$ cat src/rtl/pws_defines.vh
// Constants for the two-wire potentiometer serial slave
`ifndef PWS_DEFINES_VH
`define PWS_DEFINES_VH
// Command codes, upper three bits of the instruction byte
`define PWS_CMD_WIPER    3'h0
`define PWS_CMD_NVMEM    3'h1
`define PWS_CMD_LOCK     3'h2
`define PWS_CMD_RESTORE  3'h5
`define PWS_CMD_STORE    3'h6
// Tolerance locations in the nonvolatile store
`define PWS_LOC_TOL_INT  5'h1E
`define PWS_LOC_TOL_FRAC 5'h1F
// Fixed upper three address bits; the low four encode the two select pins
`define PWS_ADDR_HI      3'h2
// Reset values
`define PWS_WIPER_RST    6'h20
`define PWS_NV_RST       8'h20
// Internal nonvolatile write time in us and its length in 100 MHz cycles
`define PWS_NV_WRITE_US  5000
`define PWS_NV_WRITE_CYC (`PWS_NV_WRITE_US * 100)
`endif

$ cat src/rtl/pws_sync.v
// Two-flop synchroniser for the asynchronous pins
`timescale 1ns/100ps
module pws_sync #(
   parameter W = 2
) (
   input  wire         clk,     // System clock
   input  wire         reset,   // Async reset, high
   input  wire [W-1:0] d,       // Asynchronous inputs
   output reg  [W-1:0] q        // Synchronised outputs
);
   reg [W-1:0] meta_q;

   // First stage feeds only the second
   always @(posedge clk or posedge reset) begin
      if (reset) begin
         meta_q <= {W{1'b1}};
         q      <= {W{1'b1}};
      end else begin
         meta_q <= d;
         q      <= meta_q;
      end
   end
endmodule

$ cat src/rtl/pws_slave.v
// Two-wire serial slave and command decoder for a 64-position potentiometer
`timescale 1ns/100ps
`include "pws_defines.vh"
module pws_slave #(
   parameter NV_WRITE_CYC = `PWS_NV_WRITE_CYC,  // Internal write time in cycles
   parameter [7:0] TOL_INT  = 8'h00,            // Factory tolerance sign and integer
   parameter [7:0] TOL_FRAC = 8'h00             // Factory tolerance fraction
) (
   input  wire       clk,               // 100 MHz clock
   input  wire       reset,             // Async reset, high
   input  wire       scl_in,            // Serial clock pin
   input  wire       sda_in,            // Serial data pin level
   output wire       sda_out,           // Serial data drive value, always low
   output reg        sda_oe,            // Serial data driven low when high
   input  wire [1:0] addr_select_bit0,  // Select pin 0: 00 low, 01 high, 1x open
   input  wire [1:0] addr_select_bit1,  // Select pin 1: 00 low, 01 high, 1x open
   output wire [5:0] wiper_setting,     // Current wiper position
   output wire       write_lock,        // Nonvolatile write lock
   output wire       nv_busy            // Internal write cycle running
);
   ////////////////////////////////////////////////////////////////////////////
   localparam ST_IDLE = 3'd0;
   localparam ST_ADDR = 3'd1;
   localparam ST_INSTR = 3'd2;
   localparam ST_DATA = 3'd3;
   localparam ST_READ = 3'd4;
   localparam ST_RACK = 3'd5;

   reg [2:0]  st_q;
   reg [3:0]  bit_q;
   reg [7:0]  sh_q;
   reg        ack_phase_q;
   reg        ackd_q;
   reg        mack_q;
   reg [2:0]  cmd_q;
   reg [4:0]  ptr_q;
   reg [5:0]  wiper_q;
   reg [7:0]  nv_q [0:15];
   reg        lock_q;
   reg [31:0] busy_cnt_q;
   reg        scl_d1_q;
   reg        sda_d1_q;
   wire [5:0] syn;
   wire       scl_s;
   wire       sda_s;
   wire [1:0] ad0_s;
   wire [1:0] ad1_s;

   // Select pins are board straps but still asynchronous, so they share the synchroniser
   pws_sync #(.W(6)) u_sync (
      .clk   (clk),
      .reset (reset),
      .d     ({scl_in, sda_in, addr_select_bit1, addr_select_bit0}),
      .q     (syn)
   );
   assign scl_s = syn[5];
   assign sda_s = syn[4];
   assign ad1_s = syn[3:2];
   assign ad0_s = syn[1:0];
   assign sda_out = 1'b0;
   assign wiper_setting = wiper_q;
   assign write_lock = lock_q;
   assign nv_busy = (busy_cnt_q != 32'h0000_0000);

   // Tri-state pin decode: low, high, or open gives three codes each
   function [1:0] pws_tri;
      input [1:0] p;
      pws_tri = p[1] ? 2'd2 : {1'b0, p[0]};
   endfunction

   wire [3:0] sel_code = pws_tri(ad1_s) * 4'd3 + {2'b00, pws_tri(ad0_s)};
   wire [6:0] my_addr = {`PWS_ADDR_HI, sel_code};

   ////////////////////////////////////////////////////////////////////////////
   // Edge and condition detection on the synchronised pins
   wire scl_rise = scl_s & ~scl_d1_q;
   wire scl_fall = ~scl_s & scl_d1_q;
   wire start_c = scl_s & scl_d1_q & sda_d1_q & ~sda_s;
   wire stop_c = scl_s & scl_d1_q & ~sda_d1_q & sda_s;

   // Byte to send for the current pointer
   function [7:0] pws_rd;
      input [2:0] c;
      input [4:0] p;
      input [5:0] w;
      input [7:0] nv;
      begin
         if (c == `PWS_CMD_WIPER)
            pws_rd = {2'b00, w};
         else if (p == `PWS_LOC_TOL_INT)
            pws_rd = TOL_INT;
         else if (p == `PWS_LOC_TOL_FRAC)
            pws_rd = TOL_FRAC;
         else
            pws_rd = nv;
      end
   endfunction

   wire [7:0] rd_byte = pws_rd(cmd_q, ptr_q, wiper_q, nv_q[ptr_q[3:0]]);

   ////////////////////////////////////////////////////////////////////////////
   // Serial engine; a few NV writes share a bounded busy counter
   integer i;
   always @(posedge clk or posedge reset) begin
      if (reset) begin
         st_q <= ST_IDLE;
         bit_q <= 4'h0;
         sh_q <= 8'h00;
         ack_phase_q <= 1'b0;
         ackd_q <= 1'b0;
         mack_q <= 1'b0;
         cmd_q <= `PWS_CMD_WIPER;
         ptr_q <= 5'h00;
         wiper_q <= `PWS_WIPER_RST;
         lock_q <= 1'b0;
         busy_cnt_q <= 32'h0000_0000;
         sda_oe <= 1'b0;
         scl_d1_q <= 1'b1;
         sda_d1_q <= 1'b1;
         for (i = 0; i < 16; i = i + 1)
            nv_q[i] <= `PWS_NV_RST;
      end else begin
         scl_d1_q <= scl_s;
         sda_d1_q <= sda_s;
         if (busy_cnt_q != 32'h0000_0000)
            busy_cnt_q <= busy_cnt_q - 32'h0000_0001;
         if (start_c) begin
            st_q <= ST_ADDR;
            bit_q <= 4'h0;
            ack_phase_q <= 1'b0;
            sda_oe <= 1'b0;
         end else if (stop_c) begin
            st_q <= ST_IDLE;
            sda_oe <= 1'b0;
         end else if (st_q != ST_IDLE && scl_rise && !ack_phase_q) begin
            sh_q <= {sh_q[6:0], sda_s};
            bit_q <= bit_q + 4'h1;
         end else if (st_q != ST_IDLE && scl_rise && ack_phase_q) begin
            // Only the master's slot after a read byte counts; our own address ack
            // must not move the pointer before the first byte goes out
            if (mack_q && sda_s) begin
               st_q <= ST_IDLE;
            end else if (mack_q && ptr_q == `PWS_LOC_TOL_INT && cmd_q != `PWS_CMD_WIPER) begin
               ptr_q <= `PWS_LOC_TOL_FRAC;
            end
         end else if (st_q != ST_IDLE && scl_fall) begin
            if (ack_phase_q) begin
               ack_phase_q <= 1'b0;
               bit_q <= 4'h0;
               sda_oe <= (st_q == ST_READ) ? ~rd_byte[7] : 1'b0;
               if (!ackd_q)
                  st_q <= ST_IDLE;
            end else if (bit_q == 4'h8) begin
               ack_phase_q <= 1'b1;
               ackd_q <= 1'b0;
               mack_q <= 1'b0;
               sda_oe <= 1'b0;
               case (st_q)
                  ST_ADDR: begin
                     if (sh_q[7:1] == my_addr && !nv_busy) begin
                        ackd_q <= 1'b1;
                        sda_oe <= 1'b1;
                        st_q <= sh_q[0] ? ST_READ : ST_INSTR;
                     end
                  end
                  ST_INSTR: begin
                     ackd_q <= 1'b1;
                     sda_oe <= 1'b1;
                     cmd_q <= sh_q[7:5];
                     ptr_q <= sh_q[4:0];
                     st_q <= ST_DATA;
                     if (sh_q[7:5] == `PWS_CMD_STORE && !lock_q) begin
                        nv_q[0] <= {2'b00, wiper_q};
                        busy_cnt_q <= NV_WRITE_CYC;
                     end else if (sh_q[7:5] == `PWS_CMD_RESTORE)
                        wiper_q <= nv_q[0][5:0];
                  end
                  ST_DATA: begin
                     ackd_q <= 1'b1;
                     sda_oe <= 1'b1;
                     case (cmd_q)
                        `PWS_CMD_WIPER: wiper_q <= sh_q[5:0];
                        `PWS_CMD_LOCK: lock_q <= sh_q[0];
                        `PWS_CMD_NVMEM: begin
                           if (!lock_q && ptr_q[4:1] != 4'hF) begin
                              nv_q[ptr_q[3:0]] <= sh_q;
                              busy_cnt_q <= NV_WRITE_CYC;
                           end
                        end
                        default: ;
                     endcase
                  end
                  ST_READ: begin
                     // Byte sent; line released for the master's slot
                     ackd_q <= 1'b1;
                     mack_q <= 1'b1;
                  end
                  default: ;
               endcase
            end else if (st_q == ST_READ) begin
               sda_oe <= ~rd_byte[3'd7 - bit_q[2:0]];
            end
         end
      end
   end
endmodule

$ cat config.mk
export PLATFORM = sky130hd
export DESIGN_NAME = pws_slave
export DESIGN_NICKNAME = d
export VERILOG_FILES = /design/src/rtl/pws_sync.v /design/src/rtl/pws_slave.v
export VERILOG_INCLUDE_DIRS = /design/src /design/src/rtl
export SDC_FILE = /design/constraint.sdc
export NUM_CORES = 1
export LEC_CHECK = 0
export BUFFER_PORTS_ARGS = -buffer_cell sky130_fd_sc_hd__buf_2
export CAP_MARGIN = 20
export CORE_UTILIZATION = 35
export DETAILED_ROUTE_END_ITERATION = 7
export GPL_TIMING_DRIVEN = 0
export PLACE_DENSITY = 0.47
export SLEW_MARGIN = 20
export SYNTH_ARGS = -nofsm -noshare
export SYNTH_HDL_FRONTEND = slang
export SYNTH_SLANG_ARGS = --single-unit
$ cat constraint.sdc
create_clock -name clk -period 19.8 [get_ports clk]
set_input_delay 3.96 -clock clk [delete_from_list [all_inputs] [get_ports clk]]
set_output_delay 3.96 -clock clk [all_outputs]
set_load 0.01 [all_outputs]
==> flow_metrics.env, run 1 <==
export IMPL_io_pins=18
export IMPL_antenna_found_initial=0
export IMPL_criticalPathCategory="flop to output port"
export IMPL_wl_um=27770
export IMPL_synth_warnings=0
export IMPL_fin_hold_ws_ns=0.3496
export IMPL_post_cts_buffers=0
export IMPL_wl_per_cell_um=21.41
export IMPL_clock_path_buffers=3
export IMPL_dpl_hpwl_um=18860
export IMPL_start_util_pct=36.07
export IMPL_syn_avg_cell_area_sq_um=11.88
export IMPL_final_setup_tns_ns=0
export IMPL_place_inst=1251
export IMPL_drive_gt1_share_pct=29.82
export IMPL_vias=6954
export IMPL_firstDrtPassIters=5
export IMPL_required_ns=15.84
export IMPL_yosysSeqAreaShare_pct=51.63
export IMPL_status="finished, final reports clean"
export IMPL_cts_hold_buf=0
export IMPL_ir_worst_vdd_v=0.00005039
export IMPL_path_max_fanout=10
export IMPL_dieArea_sq_um=29710
export IMPL_fin_skew_ns=0.02672
export IMPL_stdcell_count=1297
export IMPL_worst_slew_pin_slew_ns=1.049
export IMPL_rows=61
export IMPL_die_w_um=172.4
export IMPL_synth_edf_count=0
export IMPL_final_area_sq_um=11620
export IMPL_critPathSlowestCell="or4_4"
export IMPL_placed_area_sq_um=10770
export IMPL_clk_latency_ns=0.55
export IMPL_grt_pass1_wl_um=43380
export IMPL_max_cap_viol_count=0
export IMPL_ctsResizeCount=0
export IMPL_cpPeakStageDelay_ns=0.51
export IMPL_die_h_um=172.4
export IMPL_dominantRegCellSynth="dfrtp_1"
export IMPL_max_freq_ghz=0.1438
export IMPL_synth_nets=869
export IMPL_synth_async_reset_ratio_pct=100.0
export IMPL_cts_htree_levels=1
export IMPL_setup_viol=0
export IMPL_start_kind="flop"
export IMPL_worstPathBufferInverterCount=4
export IMPL_final_hold_viol_count=0
export IMPL_antenna_cells=0
export IMPL_finalPower_mw=1.049
export IMPL_ant_nets=0
export IMPL_power_density_nw_per_um2=90.30
export IMPL_fin_nets=914
export IMPL_cp_cell_sequence="inv_1, ha_1, or4b_1, buf_2, or4_4, nor3_4, inv_4, buf_2"
export IMPL_path_common_cell="buf_2"
export IMPL_area_growth_pct=14.39
export IMPL_clkTransAtPathRegs_ns=0.06
export IMPL_tritoncts="built"
export IMPL_numPortBuffers=16
export IMPL_leakagePower_nw=5.264
export IMPL_rsz0062_at_grt="false"
export IMPL_cts_inserted_buffers=25
export IMPL_relSlewSlack_pct=29.90
export IMPL_cp_top_family="simple AND/OR/NAND/NOR gates"
export IMPL_via_per_inst=5.362
export IMPL_grt_overflow=0
export IMPL_drtIter0Drc=403
export IMPL_yosysUniqueCellTypes=72
export IMPL_worstPathArrival_ns=2.99
export IMPL_grt_total_usage_pct=19.63
export IMPL_hold_class="flop to flop"
export IMPL_endpoint_kind="output port"
export IMPL_drv_slew=0
export IMPL_core_area_sq_um=28160
export IMPL_synthCells=855
export IMPL_synthesis_area_sq_um=10160
export IMPL_fin_crit_sh_pct=35.12
export IMPL_yosys_register_bits=208
export IMPL_cts_root_buf="clkbuf_16"
export IMPL_gp_congestion=0.8064
export IMPL_grt_pass1_vias=7031
export IMPL_clock_sinks=208
export IMPL_grt_max_degree=91
export IMPL_min_period_ns=6.953
export IMPL_drc=0
## cell families after synthesis
| family | share of synthesized area (%) |
|---|---|
| AO/OA/AOI/OAI | 6.492 |
| XOR/XNOR | 2.414 |
| adder cells (fa/ha/maj) | 0.7391 |
| buffers and inverters | 2.587 |
| flip-flops | 51.63 |
| multiplexers | 22.63 |
| other | 0.03692 |
| AND/OR/NAND/NOR | 13.48 |
## layout by cell type (no fill, tap or decap), drive strengths merged, types with 6 or more instances in the layout
cell type	n
dfrtp	177
mux2	137
nand2	97
clkbuf	83
nor2	44
dfstp	31
buf	27
mux4	26
nor3	21
nand3	20
a21oi	17
xnor2	17
mux2i	17
o21ai	16
or3	16
o31ai	13
xor2	11
inv	11
a31oi	10
nand4	10
nor4	10
or4	10
nor2b	8
clkinv	7
nand2b	6
ha	6
## worst reg2reg max path, delay by kind of cell, from the launching register on
family	cells	cell delay, ns
muxes	2	0.45
DFF	1	0.32
and+or+nand+nor	1	0.44
buffers and inverters	3	2.02
AOI/OAI and AO/OA	3	0.66
## state kept, by name, indices dropped and copies added (netlist names)
signal and cells:
ackd_q 1, scl_d1_q 1, st_q 3, cmd_q 3, ptr_q 5, busy_cnt_q 32, ack_phase_q 1, write_lock 1
sda_d1_q 1, nv_q 128, mack_q 1, u_sync.meta_q 6, sh_q 8, wiper_setting 6, bit_q 4, sda_oe 1
u_sync.q 6
## Yosys cell counts, drive strengths merged, types with 4 or more instances
cell      n  area (sq um)
a211oi    4         30.03
a21oi    17         85.08
a31oi    10         62.56
and2      4         25.03
buf       9         41.29
clkbuf   47         177.7
dfrtp   177          4429
dfstp    31         814.5
ha        6         75.07
inv      10         40.04
mux2    137          1543
mux2i    17         170.2
mux4     26         585.6
nand2    97         364.1
nand2b    6         37.54
nand3    20         100.1
nand4    10         62.56
nor2     44         170.2
nor2b     8         50.05
nor3     21         131.4
nor4     10         62.56
nor4b     4         35.03
o211ai    4         30.03
o21ai    16         80.08
o31a      4         35.03
o31ai    13         97.59
or2       4         25.02
or3      16         101.4
or4      10         80.08
xnor2    17         148.9
xor2     11         96.34
## where the power goes
group / internal [mW] / switching, mW
clock: 0.285 / 0.187
sequential: 0.437 / 0.00992
combinational: 0.0325 / 0.0968
## per-stage QoR
step	utilization [%]	setup WS, ns
finish	41.25	12.85
global route	41.25	12.65
detailed placement	38.25	13.37
CTS	41.24	12.79
global placement	38.03	7.321
floorplan	-	10.21
## worst paths after layout
check	cells after the start	slack [ns]	end	startpoint
worst max-delay path	8	12.85	nv_busy	busy_cnt_q[0]
worst min-delay path	0	0.35	u_sync.q[4]	u_sync.meta_q[4]
worst max register to register	9	15.75	sda_oe	ptr_q[1]
worst min register to register	0	0.35	u_sync.q[4]	u_sync.meta_q[4]
max in group asynchronous	4	15.25	nv_q[61]	reset
min in group asynchronous	2	3.42	busy_cnt_q[6]	reset
## per-layer routing
layer  GRT usage [%]  part of all wire (%)  wire, um  vias to the layer above
met5               0                     0         0                        -
met4           4.886                   2.1       594                        0
met3           2.174                   3.3       909                       35
met2           32.15                    47     13090                      112
met1           27.66                    47     13170                     3594
li1                -                     -         -                     3213
## layout make-up
type / instances / area (sq um)
clock inverters: 10 / 143.9
plain buffers: 56 / 219.0
inverters: 11 / 51.30
well taps: 378 / 473.0
multi-input cells: 580 / 4656
clock buffers: 36 / 696.9
repair buffers: 18 / 135.1
flip-flops and latches: 208 / 5244
fillers: 2734 / 16540
Note: power is estimated with default switching activity, not from simulation.
==> inputs of run 2 (changes only) <==
Settings changed: ABC_AREA set to 1.
Clock period 19.8 ns to 6.5 ns, I/O delays scaled along.
==> run 2 against run 1 <==
Effect of this change:
- setup slack got worse by 10 ns
- critical path depth rose by 1
- flip-flop and latch count did not move
- clock skew fell by 0.0085 ns
- largest power group unchanged
==> flow_metrics.env, run 2 <==
export IMPL_path_max_fanout=5
export IMPL_final_hold_viol_count=0
export IMPL_leakagePower_nw=5.628
export IMPL_fin_crit_sh_pct=56.04
export IMPL_die_w_um=173.1
export IMPL_numPortBuffers=16
export IMPL_n_fill_cell=3031
export IMPL_min_period_ns=3.643
export IMPL_wl_um=31260
export IMPL_cts_htree_levels=1
export IMPL_setup_viol=0
export IMPL_reg_top3="nv_q (128), busy_cnt_q (32), sh_q (8)"
export IMPL_worstPathArrival_ns=2.34
export IMPL_post_cts_buffers=0
export IMPL_grt_overflow=0
export IMPL_finalPower_mw=3.048
export IMPL_grt_total_usage_pct=21.39
export IMPL_yosys_top_cells_count="475 x nand2_1, 177 x dfrtp_1, 157 x o21ai_0, 120 x nor2_1, 94 x inv_1"
export IMPL_synth_edf_count=0
export IMPL_drive_gt1_share_pct=9.774
export IMPL_wl_per_cell_um=17.81
export IMPL_fin_nets=1366
export IMPL_die_h_um=173.1
export IMPL_yosysTopAreaCell="dfrtp_1"
export IMPL_clk_latency_ns=0.53
export IMPL_yosysUniqueCellTypes=46
export IMPL_hold_class="flop to flop"
export IMPL_clkTransAtPathRegs_ns=0.06
export IMPL_place_inst=1709
export IMPL_clock_path_buffers=3
export IMPL_dpl_hpwl_um=22080
export IMPL_ant_nets=0
export IMPL_rows=62
export IMPL_finish_utilization_pct=41.15
export IMPL_synth_top_area_share_pct=43.24
export IMPL_synth_async_reset_ratio_pct=100.0
export IMPL_firstDrtPassIters=6
export IMPL_mostFrequentLayoutCells="475 x nand2_1, 177 x dfrtp_1, 157 x o21ai_0"
export IMPL_yosysMostFrequentCell="nand2_1"
export IMPL_min_to="u_sync.q[5]"
export IMPL_final_setup_tns_ns=0
export IMPL_worstPathBufferInverterCount=4
export IMPL_path_common_cell="nor2_1"
export IMPL_endpoint_kind="output port"
export IMPL_tritoncts="built"
export IMPL_ir_worst_vdd_v=0.0001857
export IMPL_final_common_cell="nand2_1"
export IMPL_cp_cell_sequence="nor2_1, inv_1, nor2_1, inv_1, nor2_1, nand4_1, nor2_1, inv_1, buf_2"
export IMPL_cts_hold_buf=0
export IMPL_reg2reg_to="nv_q[88]"
export IMPL_regMostFlops="nv_q"
export IMPL_antenna_found_initial=0
export IMPL_largest_register_ff_count=128
export IMPL_grt_pass1_vias=8523
export IMPL_cts_inserted_buffers=25
export IMPL_critPathSlowestCell="dfrtp_1"
export IMPL_synth_warnings=0
export IMPL_max_freq_ghz=0.2745
export IMPL_dp_slack_ns=3.207
export IMPL_synth_nets=1315
export IMPL_grt_max_degree=33
export IMPL_synthCells=1301
export IMPL_vias=8667
export IMPL_synthesis_area_sq_um=10240
export IMPL_fin_ws_ns=2.857
export IMPL_ff2ff_path_depth=11
export IMPL_area_growth_pct=15.62
export IMPL_antenna_cells=0
export IMPL_dominantRegCellSynth="dfrtp_1"
export IMPL_r2r_slack_ns=3.17
export IMPL_hp_start="u_sync.meta_q[5]"
export IMPL_syn_avg_cell_area_sq_um=7.874
export IMPL_cts_root_buf="clkbuf_16"
export IMPL_max_cap_viol_count=0
export IMPL_core_area_sq_um=28780
export IMPL_grt_pass1_wl_um=49930
export IMPL_cpPeakStageDelay_ns=0.42
export IMPL_drv_slew=0
export IMPL_synth_area_top_cells="dfrtp_1 43%, nand2_1 17%, dfstp_2 8.0%, o21ai_0 7.7%, nor2_1 4.4%"
export IMPL_start_kind="flop"
export IMPL_relSlewSlack_pct=28.55
export IMPL_clock_sinks=208
export IMPL_start_util_pct=35.59
export IMPL_drc=0
export IMPL_dieArea_sq_um=29960
export IMPL_worst_slew_pin_slew_ns=1.068
export IMPL_drtIter0Drc=640
export IMPL_fin_skew_ns=0.01826
export IMPL_yosysSeqAreaShare_pct=51.19
export IMPL_power_density_nw_per_um2=257.3
export IMPL_yosys_register_bits=208
export IMPL_cp_top_family="simple AND/OR/NAND/NOR gates"
export IMPL_via_per_inst=4.938
export IMPL_io_pins=18
export IMPL_ctsResizeCount=0
export IMPL_rsz0062_at_grt="false"
export IMPL_worstHoldPathCells=0
export IMPL_criticalPathCategory="flop to output port"
export IMPL_status="finished, final reports clean"
export IMPL_stdcell_count=1755
export IMPL_gp_congestion=0.8459
export IMPL_r2r_start="bit_q[0]"
export IMPL_required_ns=5.20
[run 2: kinds of logic (layout without fill, tap and decap cells)]
family	Yosys count	in the layout	share of synthesized area [%]
adders and majority gates	6	6	0.7328
xor gates and xnor gates	12	12	1.026
AOI/OAI and AO/OA	228	228	11.85
DFF	208	208	51.19
buffers and inverters	151	221	6.486
other	1	1	0.03661
and+or+nand+nor	695	695	28.68
[run 2: area by class of cell]
class / count / area (sq um) / share of cell area, %
repair buffers: 24 / 262.8 / 2.218
inverters: 98 / 371.6 / 3.138
well taps: 384 / 480.5 / 4.057
flip-flops and latches: 208 / 5244 / 44.27
clock buffers: 38 / 754.5 / 6.370
clock inverters: 8 / 98.84 / 0.8346
multi-input cells: 942 / 4335 / 36.60
plain buffers: 53 / 296.5 / 2.504
[run 2: where the power goes]
group	total, mW	internal [mW]	leakage (nW)	switching, mW
Clock	1.44	0.878	0.416	0.562
Combinational	0.246	0.0640	2.42	0.182
Sequential	1.36	1.32	2.79	0.0387
[run 2: worst max-delay path by stage]
stage / from / cells past startpoint / to
finish: busy_cnt_q[12] / 9 / nv_busy
global route: busy_cnt_q[12] / 9 / nv_busy
CTS: busy_cnt_q[12] / 9 / nv_busy
detailed placement: bit_q[0] / 11 / nv_q[95]
global placement: reset / 2 / busy_cnt_q[30]
floorplan: reset / 1 / ack_phase_q
[run 2: metrics by stage]
step	hold WS, ns	cell area [sq um]
floorplan	0.3452	10250
global placement	0.3460	10810
detailed placement	0.3476	10990
CTS	0.3560	11840
global route	0.3636	11840
finish	0.3553	11840
[run 2: metal layers]
metal	track usage (%)	routed length, um	vias up
li1	-	-	4302
met1	31.06	15340	4154
met2	34.04	14160	168
met3	2.265	1139	43
met4	5.420	627	0
met5	0	0	-
